File: config.mk
export PLATFORM = sky130hd
export DESIGN_NAME = data_address_generation_stack_check
export DESIGN_NICKNAME = d
export VERILOG_FILES = /design/src/agu_pkg.sv /design/src/data_address_generation_stack_check.sv
export SDC_FILE = /design/constraint.sdc
export NUM_CORES = 1
export LEC_CHECK = 0
export ABC_AREA = 1
export BUFFER_PORTS_ARGS = -buffer_cell sky130_fd_sc_hd__buf_2
export CORE_AREA = 3 3 160 162
export CTS_BUF_LIST = sky130_fd_sc_hd__clkbuf_4
export CTS_CLUSTER_SIZE = 14
export DETAILED_ROUTE_END_ITERATION = 6
export DIE_AREA = 0 0 163 165
export GPL_TIMING_DRIVEN = 1
export HOLD_SLACK_MARGIN = 0.1
export PLACE_DENSITY = 0.8
export SETUP_SLACK_MARGIN = 0.5
export SYNTH_ARGS = -nofsm -noshare
export SYNTH_HDL_FRONTEND = slang
export SYNTH_SLANG_ARGS = --single-unit
File: constraint.sdc
create_clock -name clock -period 9.1 [get_ports clock]
set_input_delay 0.91 -clock clock [delete_from_list [all_inputs] [get_ports clock]]
set_output_delay 0.91 -clock clock [all_outputs]
set_load 0.03 [all_outputs]
File: src/agu_pkg.sv
package agu_pkg;

  // ********************************************************************
  // widths and fixed addresses
  // ********************************************************************
  localparam int unsigned DATA_W = 16;
  localparam int unsigned NEAR_W = 13;
  localparam int unsigned LIT5_W = 5;
  localparam int unsigned LIT10_W = 10;
  localparam int unsigned REG_IDX_W = 4;
  localparam logic [15:0] STACK_FLOOR = 16'h0800;
  localparam logic [15:0] WORD_STEP = 16'h0002;
  localparam logic [3:0] SP_IDX = 4'hF;
  localparam logic [3:0] DEFAULT_WORK_IDX = 4'h0;
  localparam logic [15:0] ALIGN_MASK = 16'hFFFE;

  // ********************************************************************
  // addressing modes, one-hot
  // ********************************************************************
  typedef enum logic [9:0] {
    MODE_FILE_DIRECT = 10'h001,
    MODE_REG_DIRECT = 10'h002,
    MODE_INDIRECT = 10'h004,
    MODE_POST_MOD = 10'h008,
    MODE_PRE_MOD = 10'h010,
    MODE_REG_OFFSET = 10'h020,
    MODE_LIT_OFFSET = 10'h040,
    MODE_LIT5 = 10'h080,
    MODE_LIT10 = 10'h100,
    MODE_FILE_FULL = 10'h200
  } addr_mode_e;

  // stack operations, one-hot
  typedef enum logic [3:0] {
    STK_NONE = 4'h1,
    STK_PUSH = 4'h2,
    STK_POP = 4'h4,
    STK_EXC_PUSH = 4'h8
  } stack_op_e;

  // decoded request from the instruction decoder
  typedef struct packed {
    logic valid;
    addr_mode_e mode;
    logic [3:0] ptr_idx;
    logic [3:0] base_idx;
    logic [15:0] ptr_val;
    logic [15:0] base_val;
    logic [15:0] literal;
    logic [15:0] file_addr;
    logic [15:0] modifier;
    logic result_to_file;
  } agu_req_s;

  // answer to data memory and register file
  typedef struct packed {
    logic valid;
    logic [15:0] eff_addr;
    logic is_literal;
    logic [15:0] operand;
    logic wb_en;
    logic [3:0] wb_idx;
    logic [15:0] wb_val;
    logic dest_is_work;
    logic [3:0] dest_idx;
  } agu_rsp_s;

endpackage

File: src/data_address_generation_stack_check.sv
`timescale 1ns/1ps

module data_address_generation_stack_check (
  input wire logic clock,
  input wire logic rst,
  input wire agu_pkg::agu_req_s req,
  input wire logic [15:0] op1_val,
  input wire logic [3:0] op1_idx,
  input wire agu_pkg::stack_op_e stack_op,
  input wire logic [15:0] stack_ptr_val,
  input wire logic [22:0] pc_val,
  input wire logic [7:0] status_low_byte,
  input wire logic limit_wr,
  input wire logic [15:0] limit_wdata,
  input wire logic boot_secure_en,
  input wire logic [15:0] boot_secure_lo,
  input wire logic [15:0] boot_secure_hi,
  input wire logic segment_secure_en,
  input wire logic [15:0] segment_secure_lo,
  input wire logic [15:0] segment_secure_hi,
  input wire logic exec_in_boot_flash,
  input wire logic exec_in_secure_flash,
  output agu_pkg::agu_rsp_s rsp,
  output logic [15:0] op1_out,
  output logic stk_valid,
  output logic [15:0] stk_addr,
  output logic stk_write,
  output logic [15:0] stk_wdata_lo,
  output logic [15:0] stk_wdata_hi,
  output logic [15:0] next_sp_out,
  output logic stack_error,
  output logic access_refused,
  output logic [15:0] stack_limit_reg
);

  // ********************************************************************
  // helpers
  // ********************************************************************
  // signed pointer modification, used for pre and post modes and the stack
  function automatic logic [15:0] ptr_add(input logic [15:0] base, input logic [15:0] delta);
    ptr_add = base + delta;
  endfunction

  // inclusive window test for the secure segments
  function automatic logic in_window(input logic [15:0] a, input logic [15:0] lo, input logic [15:0] hi);
    in_window = (a >= lo) && (a <= hi);
  endfunction

  // ********************************************************************
  // stack limit, deliberately without reset so it stays unknown
  // ********************************************************************
  logic [15:0] limit_q;

  // no reset branch: contents are unknown until software writes
  // a stack access in the same cycle as a write still compares against the old limit
  always_ff @(posedge clock) begin
    if (limit_wr) begin
      limit_q <= limit_wdata & agu_pkg::ALIGN_MASK;
    end
  end

  // ********************************************************************
  // effective address for the decoded operand
  // ********************************************************************
  // one-hot mode decode; an illegal code selects no path and forms address zero
  wire is_file = req.mode == agu_pkg::MODE_FILE_DIRECT;
  wire is_file_full = req.mode == agu_pkg::MODE_FILE_FULL;
  wire is_indirect = req.mode == agu_pkg::MODE_INDIRECT;
  wire is_post = req.mode == agu_pkg::MODE_POST_MOD;
  wire is_pre = req.mode == agu_pkg::MODE_PRE_MOD;
  wire is_roff = req.mode == agu_pkg::MODE_REG_OFFSET;
  wire is_loff = req.mode == agu_pkg::MODE_LIT_OFFSET;
  wire is_lit5 = req.mode == agu_pkg::MODE_LIT5;
  wire is_lit10 = req.mode == agu_pkg::MODE_LIT10;
  wire is_rdir = req.mode == agu_pkg::MODE_REG_DIRECT;

  // near space is zero extended from the 13-bit field
  wire [15:0] near_addr = {{(agu_pkg::DATA_W - agu_pkg::NEAR_W){1'b0}}, req.file_addr[agu_pkg::NEAR_W-1:0]};
  // the pre-modified pointer doubles as the write-back value, so both always agree
  wire [15:0] pre_ptr = ptr_add(req.ptr_val, req.modifier);
  wire [15:0] lit5 = {{(agu_pkg::DATA_W - agu_pkg::LIT5_W){1'b0}}, req.literal[agu_pkg::LIT5_W-1:0]};
  wire [15:0] lit10 = {{(agu_pkg::DATA_W - agu_pkg::LIT10_W){1'b0}}, req.literal[agu_pkg::LIT10_W-1:0]};

  // address selection; literal and register direct form no memory address
  wire [15:0] ea =
    is_file ? near_addr :
    is_file_full ? req.file_addr :
    is_pre ? pre_ptr :
    is_roff ? ptr_add(req.ptr_val, req.base_val) :
    is_loff ? ptr_add(req.ptr_val, req.literal) :
    (is_indirect | is_post) ? req.ptr_val :
    16'h0000;
  wire is_lit = is_lit5 | is_lit10;
  wire [15:0] operand = is_lit5 ? lit5 : is_lit10 ? lit10 : is_rdir ? req.ptr_val : 16'h0000;

  // write back only for the modifying modes; plain indirect leaves pointer alone
  wire wb_en = req.valid & (is_pre | is_post);
  wire [15:0] wb_val = pre_ptr;

  // file ops return to the file register or the implied work register
  wire dest_work = (is_file | is_file_full) & ~req.result_to_file;

  // ********************************************************************
  // software stack
  // ********************************************************************
  wire push_op = (stack_op == agu_pkg::STK_PUSH) | (stack_op == agu_pkg::STK_EXC_PUSH);
  wire pop_op = stack_op == agu_pkg::STK_POP;
  wire exc_op = stack_op == agu_pkg::STK_EXC_PUSH;
  wire [15:0] sp_dec = ptr_add(stack_ptr_val, -agu_pkg::WORD_STEP);
  wire [15:0] sp_inc = ptr_add(stack_ptr_val, agu_pkg::WORD_STEP);

  // an exception push moves the pointer and meets the limit exactly as a call push
  // pc push takes two words: low then high, sp moves by two words
  wire [15:0] stk_ea = pop_op ? sp_dec : stack_ptr_val;
  wire [15:0] sp_next = pop_op ? sp_dec : push_op ? ptr_add(sp_inc, agu_pkg::WORD_STEP) : stack_ptr_val;
  wire [15:0] pc_hi_call = {9'h000, pc_val[22:16]};
  wire [15:0] pc_hi_exc = {status_low_byte, 1'b0, pc_val[22:16]};

  // every stack-pointer based operand address and every push checks against the limit; pops do not
  wire ptr_is_sp = req.valid & ~is_lit & ~is_rdir & ~is_file & ~is_file_full & (req.ptr_idx == agu_pkg::SP_IDX);
  wire stk_act = push_op | pop_op;
  // a push at the limit itself is allowed, the one beyond it traps; the compare
  // is strict so that software can place the limit on the last usable word
  wire push_over = push_op & (stk_ea > limit_q);
  // stack-pointer operands are checked as well as pushes; pops meet only the floor
  wire ptr_over = ptr_is_sp & (ea > limit_q);
  wire limit_hit = push_over | ptr_over;
  // the floor guards the special register space below the stack
  wire stk_under = stk_act & (stk_ea < agu_pkg::STACK_FLOOR);
  wire ptr_under = ptr_is_sp & (ea < agu_pkg::STACK_FLOOR);
  wire under_hit = stk_under | ptr_under;
  // trap leaves with the address it belongs to
  wire next_stack_error = limit_hit | under_hit;

  // ********************************************************************
  // secure ram segments
  // ********************************************************************
  // windows are inclusive at both ends; a window with lo above hi protects nothing
  // refusal blocks the access itself, not only the write-back
  wire mem_access = req.valid & ~is_lit & ~is_rdir;
  wire boot_deny = boot_secure_en & in_window(ea, boot_secure_lo, boot_secure_hi) & ~exec_in_boot_flash;
  wire seg_deny = segment_secure_en & in_window(ea, segment_secure_lo, segment_secure_hi) & ~exec_in_secure_flash;
  wire refused = mem_access & (boot_deny | seg_deny);

  // ********************************************************************
  // registered outputs
  // ********************************************************************
  agu_pkg::agu_rsp_s next_rsp;

  // refused accesses are suppressed, not just flagged
  always_comb begin
    next_rsp.valid = req.valid & ~refused;
    next_rsp.eff_addr = ea;
    next_rsp.is_literal = is_lit;
    next_rsp.operand = operand;
    next_rsp.wb_en = wb_en & ~refused;
    next_rsp.wb_idx = req.ptr_idx;
    next_rsp.wb_val = wb_val;
    next_rsp.dest_is_work = dest_work;
    next_rsp.dest_idx = dest_work ? agu_pkg::DEFAULT_WORK_IDX : req.base_idx;
  end

  // ********************************************************************
  // operand answer registers
  // ********************************************************************
  // all outputs but the limit readback land one clock after the request; one register a process keeps
  // each block short and lets every output be traced straight to its flop
  always_ff @(posedge clock or posedge rst) begin
    if (rst) begin
      rsp <= '0;
    end else begin
      rsp <= next_rsp;
    end
  end

  // operand one is always a plain register copy, never a memory fetch
  always_ff @(posedge clock or posedge rst) begin
    if (rst) begin
      op1_out <= 16'h0000;
    end else begin
      op1_out <= op1_val;
    end
  end

  // refusal flag stands beside the suppressed answer for the exception unit
  always_ff @(posedge clock or posedge rst) begin
    if (rst) begin
      access_refused <= 1'b0;
    end else begin
      access_refused <= refused;
    end
  end

  // ********************************************************************
  // stack port registers
  // ********************************************************************
  // next values of the stack port, named so each register stays short
  wire next_stk_valid = stk_act;
  wire next_stk_write = push_op;
  wire [15:0] next_stk_addr = stk_ea;
  wire [15:0] next_stk_wdata_lo = pc_val[15:0];
  // call and exception frames differ only in the high word
  wire [15:0] next_stk_wdata_hi = exc_op ? pc_hi_exc : pc_hi_call;

  // strobe for the data memory; pops read, pushes write
  always_ff @(posedge clock or posedge rst) begin
    if (rst) begin
      stk_valid <= 1'b0;
    end else begin
      stk_valid <= next_stk_valid;
    end
  end

  // byte address of the stack access
  always_ff @(posedge clock or posedge rst) begin
    if (rst) begin
      stk_addr <= 16'h0000;
    end else begin
      stk_addr <= next_stk_addr;
    end
  end

  // direction of the stack access
  always_ff @(posedge clock or posedge rst) begin
    if (rst) begin
      stk_write <= 1'b0;
    end else begin
      stk_write <= next_stk_write;
    end
  end

  // low word of the pushed frame
  always_ff @(posedge clock or posedge rst) begin
    if (rst) begin
      stk_wdata_lo <= 16'h0000;
    end else begin
      stk_wdata_lo <= next_stk_wdata_lo;
    end
  end

  // high word of the pushed frame
  always_ff @(posedge clock or posedge rst) begin
    if (rst) begin
      stk_wdata_hi <= 16'h0000;
    end else begin
      stk_wdata_hi <= next_stk_wdata_hi;
    end
  end

  // pointer the register file writes back; the block never holds it itself
  always_ff @(posedge clock or posedge rst) begin
    if (rst) begin
      next_sp_out <= 16'h0000;
    end else begin
      next_sp_out <= sp_next;
    end
  end

  // trap leaves in the same cycle as the address it belongs to
  always_ff @(posedge clock or posedge rst) begin
    if (rst) begin
      stack_error <= 1'b0;
    end else begin
      stack_error <= next_stack_error;
    end
  end

  // ********************************************************************
  // limit readback
  // ********************************************************************
  // limit readback, bit zero always clear; it sits one clock behind the
  // value the compare uses, so a read right after a write shows the old limit
  always_ff @(posedge clock) begin
    stack_limit_reg <= limit_q & agu_pkg::ALIGN_MASK;
  end

  // operand one index is decoded upstream; kept only to close the port
  wire unused_idx = ^op1_idx;

endmodule

; After elaboration in Yosys (flattened, before gate mapping)
; Cells that the tools add are included.
[word_totals]
reg_bits = 174
inputBits = 258
output_inout_bits = 160
word_cells = 100
[classes]
n_addsub = 6
order_cmp = 8
n_eq_ne = 14
n_mux = 14
n_bitwise = 36
reduce_logical = 2
[op_table]
columns = op, n
row1 = 16-bit two-way mux, 13
row2 = 16-bit adder, 3
row3 = 16-bit by 2-bit adder with 16-bit output (second input constant), 2
row4 = 16-bit greater-or-equal comparator, 2
row5 = 16-bit > comparator, 2
row6 = 16-bit less-or-equal comparator, 2
row7 = 16-bit by 12-bit less-than comparator with 1-bit output (second input constant), 2
row8 = 1-bit AND, 18
row9 = 16-bit adder (second input constant), 1
row10 = 10-bit by 1-bit equality test with 1-bit output (second input constant), 1
row11 = 10-bit equality test (second input constant), 1
row12 = 10-bit by 2-bit equality test with 1-bit output (second input constant), 1
row13 = 10-bit by 3-bit equality test with 1-bit output (second input constant), 1
row14 = 10-bit by 4-bit equality test with 1-bit output (second input constant), 1
row15 = 10-bit by 5-bit equality test with 1-bit output (second input constant), 1
row16 = 10-bit by 6-bit equality test with 1-bit output (second input constant), 1
row17 = 10-bit by 7-bit equality test with 1-bit output (second input constant), 1
row18 = 10-bit by 8-bit equality test with 1-bit output (second input constant), 1
row19 = 10-bit by 9-bit equality test with 1-bit output (second input constant), 1
row20 = 1-bit bitwise OR, 10
row21 = 4-bit equality test (second input constant), 2
row22 = 1-bit inverter, 8
row23 = 4-bit by 2-bit equality test with 1-bit output (second input constant), 1
row24 = 4-bit by 3-bit equality test with 1-bit output (second input constant), 1
row25 = 2 further kinds, 3

; Longest topological paths before layout
[logic_depth]
depth_word = 16
ltp_mapped = 27
mapped_depth_nobuf = 27

; Least setup slack after synthesis
; No wires, ideal clock.
[synth_timing]
path_kind = input to register
start = in req[1] (netlist name)
end = reg rsp[25] (netlist name)
setup_ns = 0.117
t_arrival_ns = 3.749
required_ns = 8.983
setup_slack_ns = 5.234
stages = 23
path_buffers = 0
path_cell_list = ha_1 inv_1 fa_1 o21ai_1 nand3_1 nand2_1 nand3_1 nand3_1 nand3_1 nand2_1 inv_1 a21boi_0 ha_1 nand2_1 nor2_1 nor4_1 nand2_1 nand2_1 nand3_1 nand2_1 nand2_1 nand2_1 nor2_1
[synth_lines]
columns = element, line
row1 = start: declaration, data_address_generation_stack_check.sv:6  ; input wire agu_pkg::agu_req_s req,
row2 = end signal: assignment, data_address_generation_stack_check.sv:172  ; rsp <= next_rsp;
row3 = end: declaration, data_address_generation_stack_check.sv:23  ; output agu_pkg::agu_rsp_s rsp,

==> summary.txt <==
Clock network
  – Clk slew on worst S/H paths: 190 ps
  – Clk Latency, worst-skew pair: 590 ps
  – H-tree levels: 4
  – CTS tree: done
  – Clock tree sinks: 171
  – Post-CTS setup buffer count: 0
  – Root Buffer: clkbuf_4
  – Clock Path Buffers: 2
  – CTS buffer count: 17
  – Hold buffer count at cts: 0
  – CTS resizes: 0

Setup path
  – Most used cell, CP: nand2_1
  – Setup crit end kind: flop
  – Critical path required time: 9600 ps
  – Critical path buffer and inverter count: 3
  – Crit path launch type: primary input
  – CP max FO: 11
  – WS Path Type: in2reg
  – Crit-path max cell delay: 640 ps
  – Slowest-stage cell, CP: a21oi_1
  – Worst-path cell chain: buf_2 > nor2_2 > nand2_2 > inv_1 > nand4_1 > nor3_1 > o221ai_1 > a21oi_1 > ha_1 > nand2_1 > inv_1 > a21boi_0 > nor2_1 > o21ai_0 > o2111ai_1 > nand2_1 > nand4_1 > nand2_1 > nand2_1 > nand2_1 > nor2_1
  – Cell family with most CP delay: simple AND/OR/NAND/NOR gates
  – WP data arrival: 5110 ps

Global routing
  – Initial antenna violation count: 10
  – Total GRT Usage: 0.291
  – Vias in the first global route: 10600
  – First-pass GRT wire length: 59500 microns
  – GRT Residual Overflow: 0
  – Largest net degree at the start of global routing: 74

Floorplanning
  – Core Region: 24200 sq um
  – # IOs: 418
  – DIE AREA: 26900 sq um
  – Row Count: 57
  – Die W: 163 microns
  – Starting density of the core: 0.461
  – Die Height: 165 microns

Yosys
  – Async set-reset flop share out of synthesis: 0.825
  – Most used DFF post-synth: dfrtp_1
  – Average cell area after synthesis: 8.13 sq um
  – Most frequent cell after synthesis: nand2_1
  – Yosys reg bits: 171
  – Share of the yosys chip area belonging to registers: 0.383
  – Post-synth top area share: 0.316
  – Synth area leader: dfrtp_1
  – Warnings, synthesis: 0
  – Mapped Area: 11200 sq um
  – Post-synthesis instance total: 1374
  – Synth top area cells: dfrtp_1 (32%), ha_1 (16%), nand2_1 (8.4%)
  – Netlist cell types: 57
  – Post-synth EDFFs: 15
  – Synth cell count leaders: nand2_1 (251), inv_1 (213), ha_1 (143), dfrtp_1 (141), a21oi_1 (115)

Final layout
  – Fill cell count: 2236
  – Largest Register: rsp
  – P&R area growth vs syn: 25.0%
  – Largest register FFs: 60
  – Layout cells sized above 1: 0.276
  – Footprint of the multi-input gates: 5960 sq um
  – Layout Nets: 2199
  – Register area: 4280 sq um

STA
  – Worst Clk Skew: 17.4 ps
  – TNS Setup: 0 ps
  – Fin crit share: 0.506
  – Final min period: 4600 ps
  – Max-slew headroom: 0.434
  – RSZ-0062 raised after global routing: no
  – Max Freq: 217 MHz
  – Final hold vios: 0
  – Worst-Margin Slew: 850 ps
  – Slew Limit Fails: 0
  – Final setup vio count: 0

Flow run
  – Max_cap viols: 0

Detailed routing
  – Wirelength, routed: 40500 microns
  – Via density per instance: 5.25
  – Per-cell routed wire length: 18.9 microns
  – Pre-antenna DRT Iters: 6
  – DRT iter0 DRCs: 971
  – Drt drc: 0
  – Routed Antenna Nets: 0
  – Vias: 11200

Place
  – Post-DP HPWL: 33400 microns
  – IO Port Bufs: 410
  – Placer Congestion: 0.955

Status
  – Status: completed

Pwr
  – Max VDD drop: 0.0897 mV
  – Pwr dens: 131 nW/um^2
  – Pwr Total: 1.83 mW
  – Leak: 7.94 nW

Hold path
  – Hold WC Path Type: reg2reg
-- cell usage in the layout (no fill, tap or decap), drive strengths merged, types with 9 or more instances in the layout --
| cell type | Yosys | layout |
|---|---|---|
| buf | 12 | 418 |
| nand2 | 257 | 257 |
| inv | 225 | 232 |
| ha | 143 | 143 |
| dfrtp | 141 | 141 |
| a21oi | 115 | 115 |
| nor2 | 111 | 111 |
| nand3 | 105 | 105 |
| o21ai | 70 | 70 |
| nor3 | 27 | 27 |
| xor2 | 23 | 23 |
| nand4 | 19 | 19 |
| clkbuf | 5 | 17 |
| edfxtp | 15 | 15 |
| dfxtp | 15 | 15 |
| o211ai | 12 | 12 |
| xnor2 | 10 | 10 |
| a31oi | 10 | 10 |
| diode | 0 | 9 |
| clkinv | 1 | 9 |
-- metal layers --
layer  vias up  track usage  share of wire
met5         -            0        0.00052
met4         4        0.129          0.037
met3        90       0.0499          0.072
met2       540        0.471           0.47
met1      5199        0.383           0.42
li1       5411            -              -
-- metrics by stage --
step                setup WS, ps  instances  area (sq um)  hold WS (ps)  utilization
floorplan                   4410       1375         11200           348            -
global route                4250       2140         14000           336        0.576
global placement            4050       2100         13600           352        0.561
CTS                         4650       2132         13900           356        0.575
detailed placement          4010       2100         13600           355        0.561
finish                      4500       2141         14000           372        0.576
-- cell families (layout without fill, tap and decap cells) --
group           Yosys count  after routing  synth area share
simple gates            537            537             0.219
compound gates          243            243             0.122
buf+inv                 243            676            0.0842
flops                   171            171             0.383
fa+ha+maj               146            146             0.166
xor+xnor                 33             33            0.0259
other cells               1             11          0.000336
-- layout make-up --
class	instances	share of cell area
antenna	9	0.00161
clock buffer	17	0.00914
clock inverter	15	0.0150
inverter	226	0.0613
multi-input combinational	961	0.426
sequential	171	0.306
tap	324	0.0290
timing repair buffer	418	0.151
-- power breakdown --
group / switching, mW / leakage [nW] / total (mW) / internal [mW]
clock network: 0.361 / 0.172 / 0.502 / 0.140
logic: 0.333 / 5.74 / 0.496 / 0.162
registers: 0.0162 / 2.02 / 0.831 / 0.815
-- worst paths after layout --
path	slack (ps)	start	to	cells after the start
max	4500	req[94]	rsp[25]$_DFF_PP0_	21
min	370	limit_q[10]$_DFFE_PP_	stack_limit_reg[10]$_DFF_P_	0
max reg2reg	7000	limit_q[13]$_DFFE_PP_	stack_error$_DFF_PP0_	10
min reg2reg	370	limit_q[10]$_DFFE_PP_	stack_limit_reg[10]$_DFF_P_	0
max in group asynchronous	7330	rst	next_sp_out[4]$_DFF_PP0_	3
min in group asynchronous	420	rst	stk_wdata_lo[3]$_DFF_PP0_	2
No activity file was read; power rests on OpenSTA's default activity.
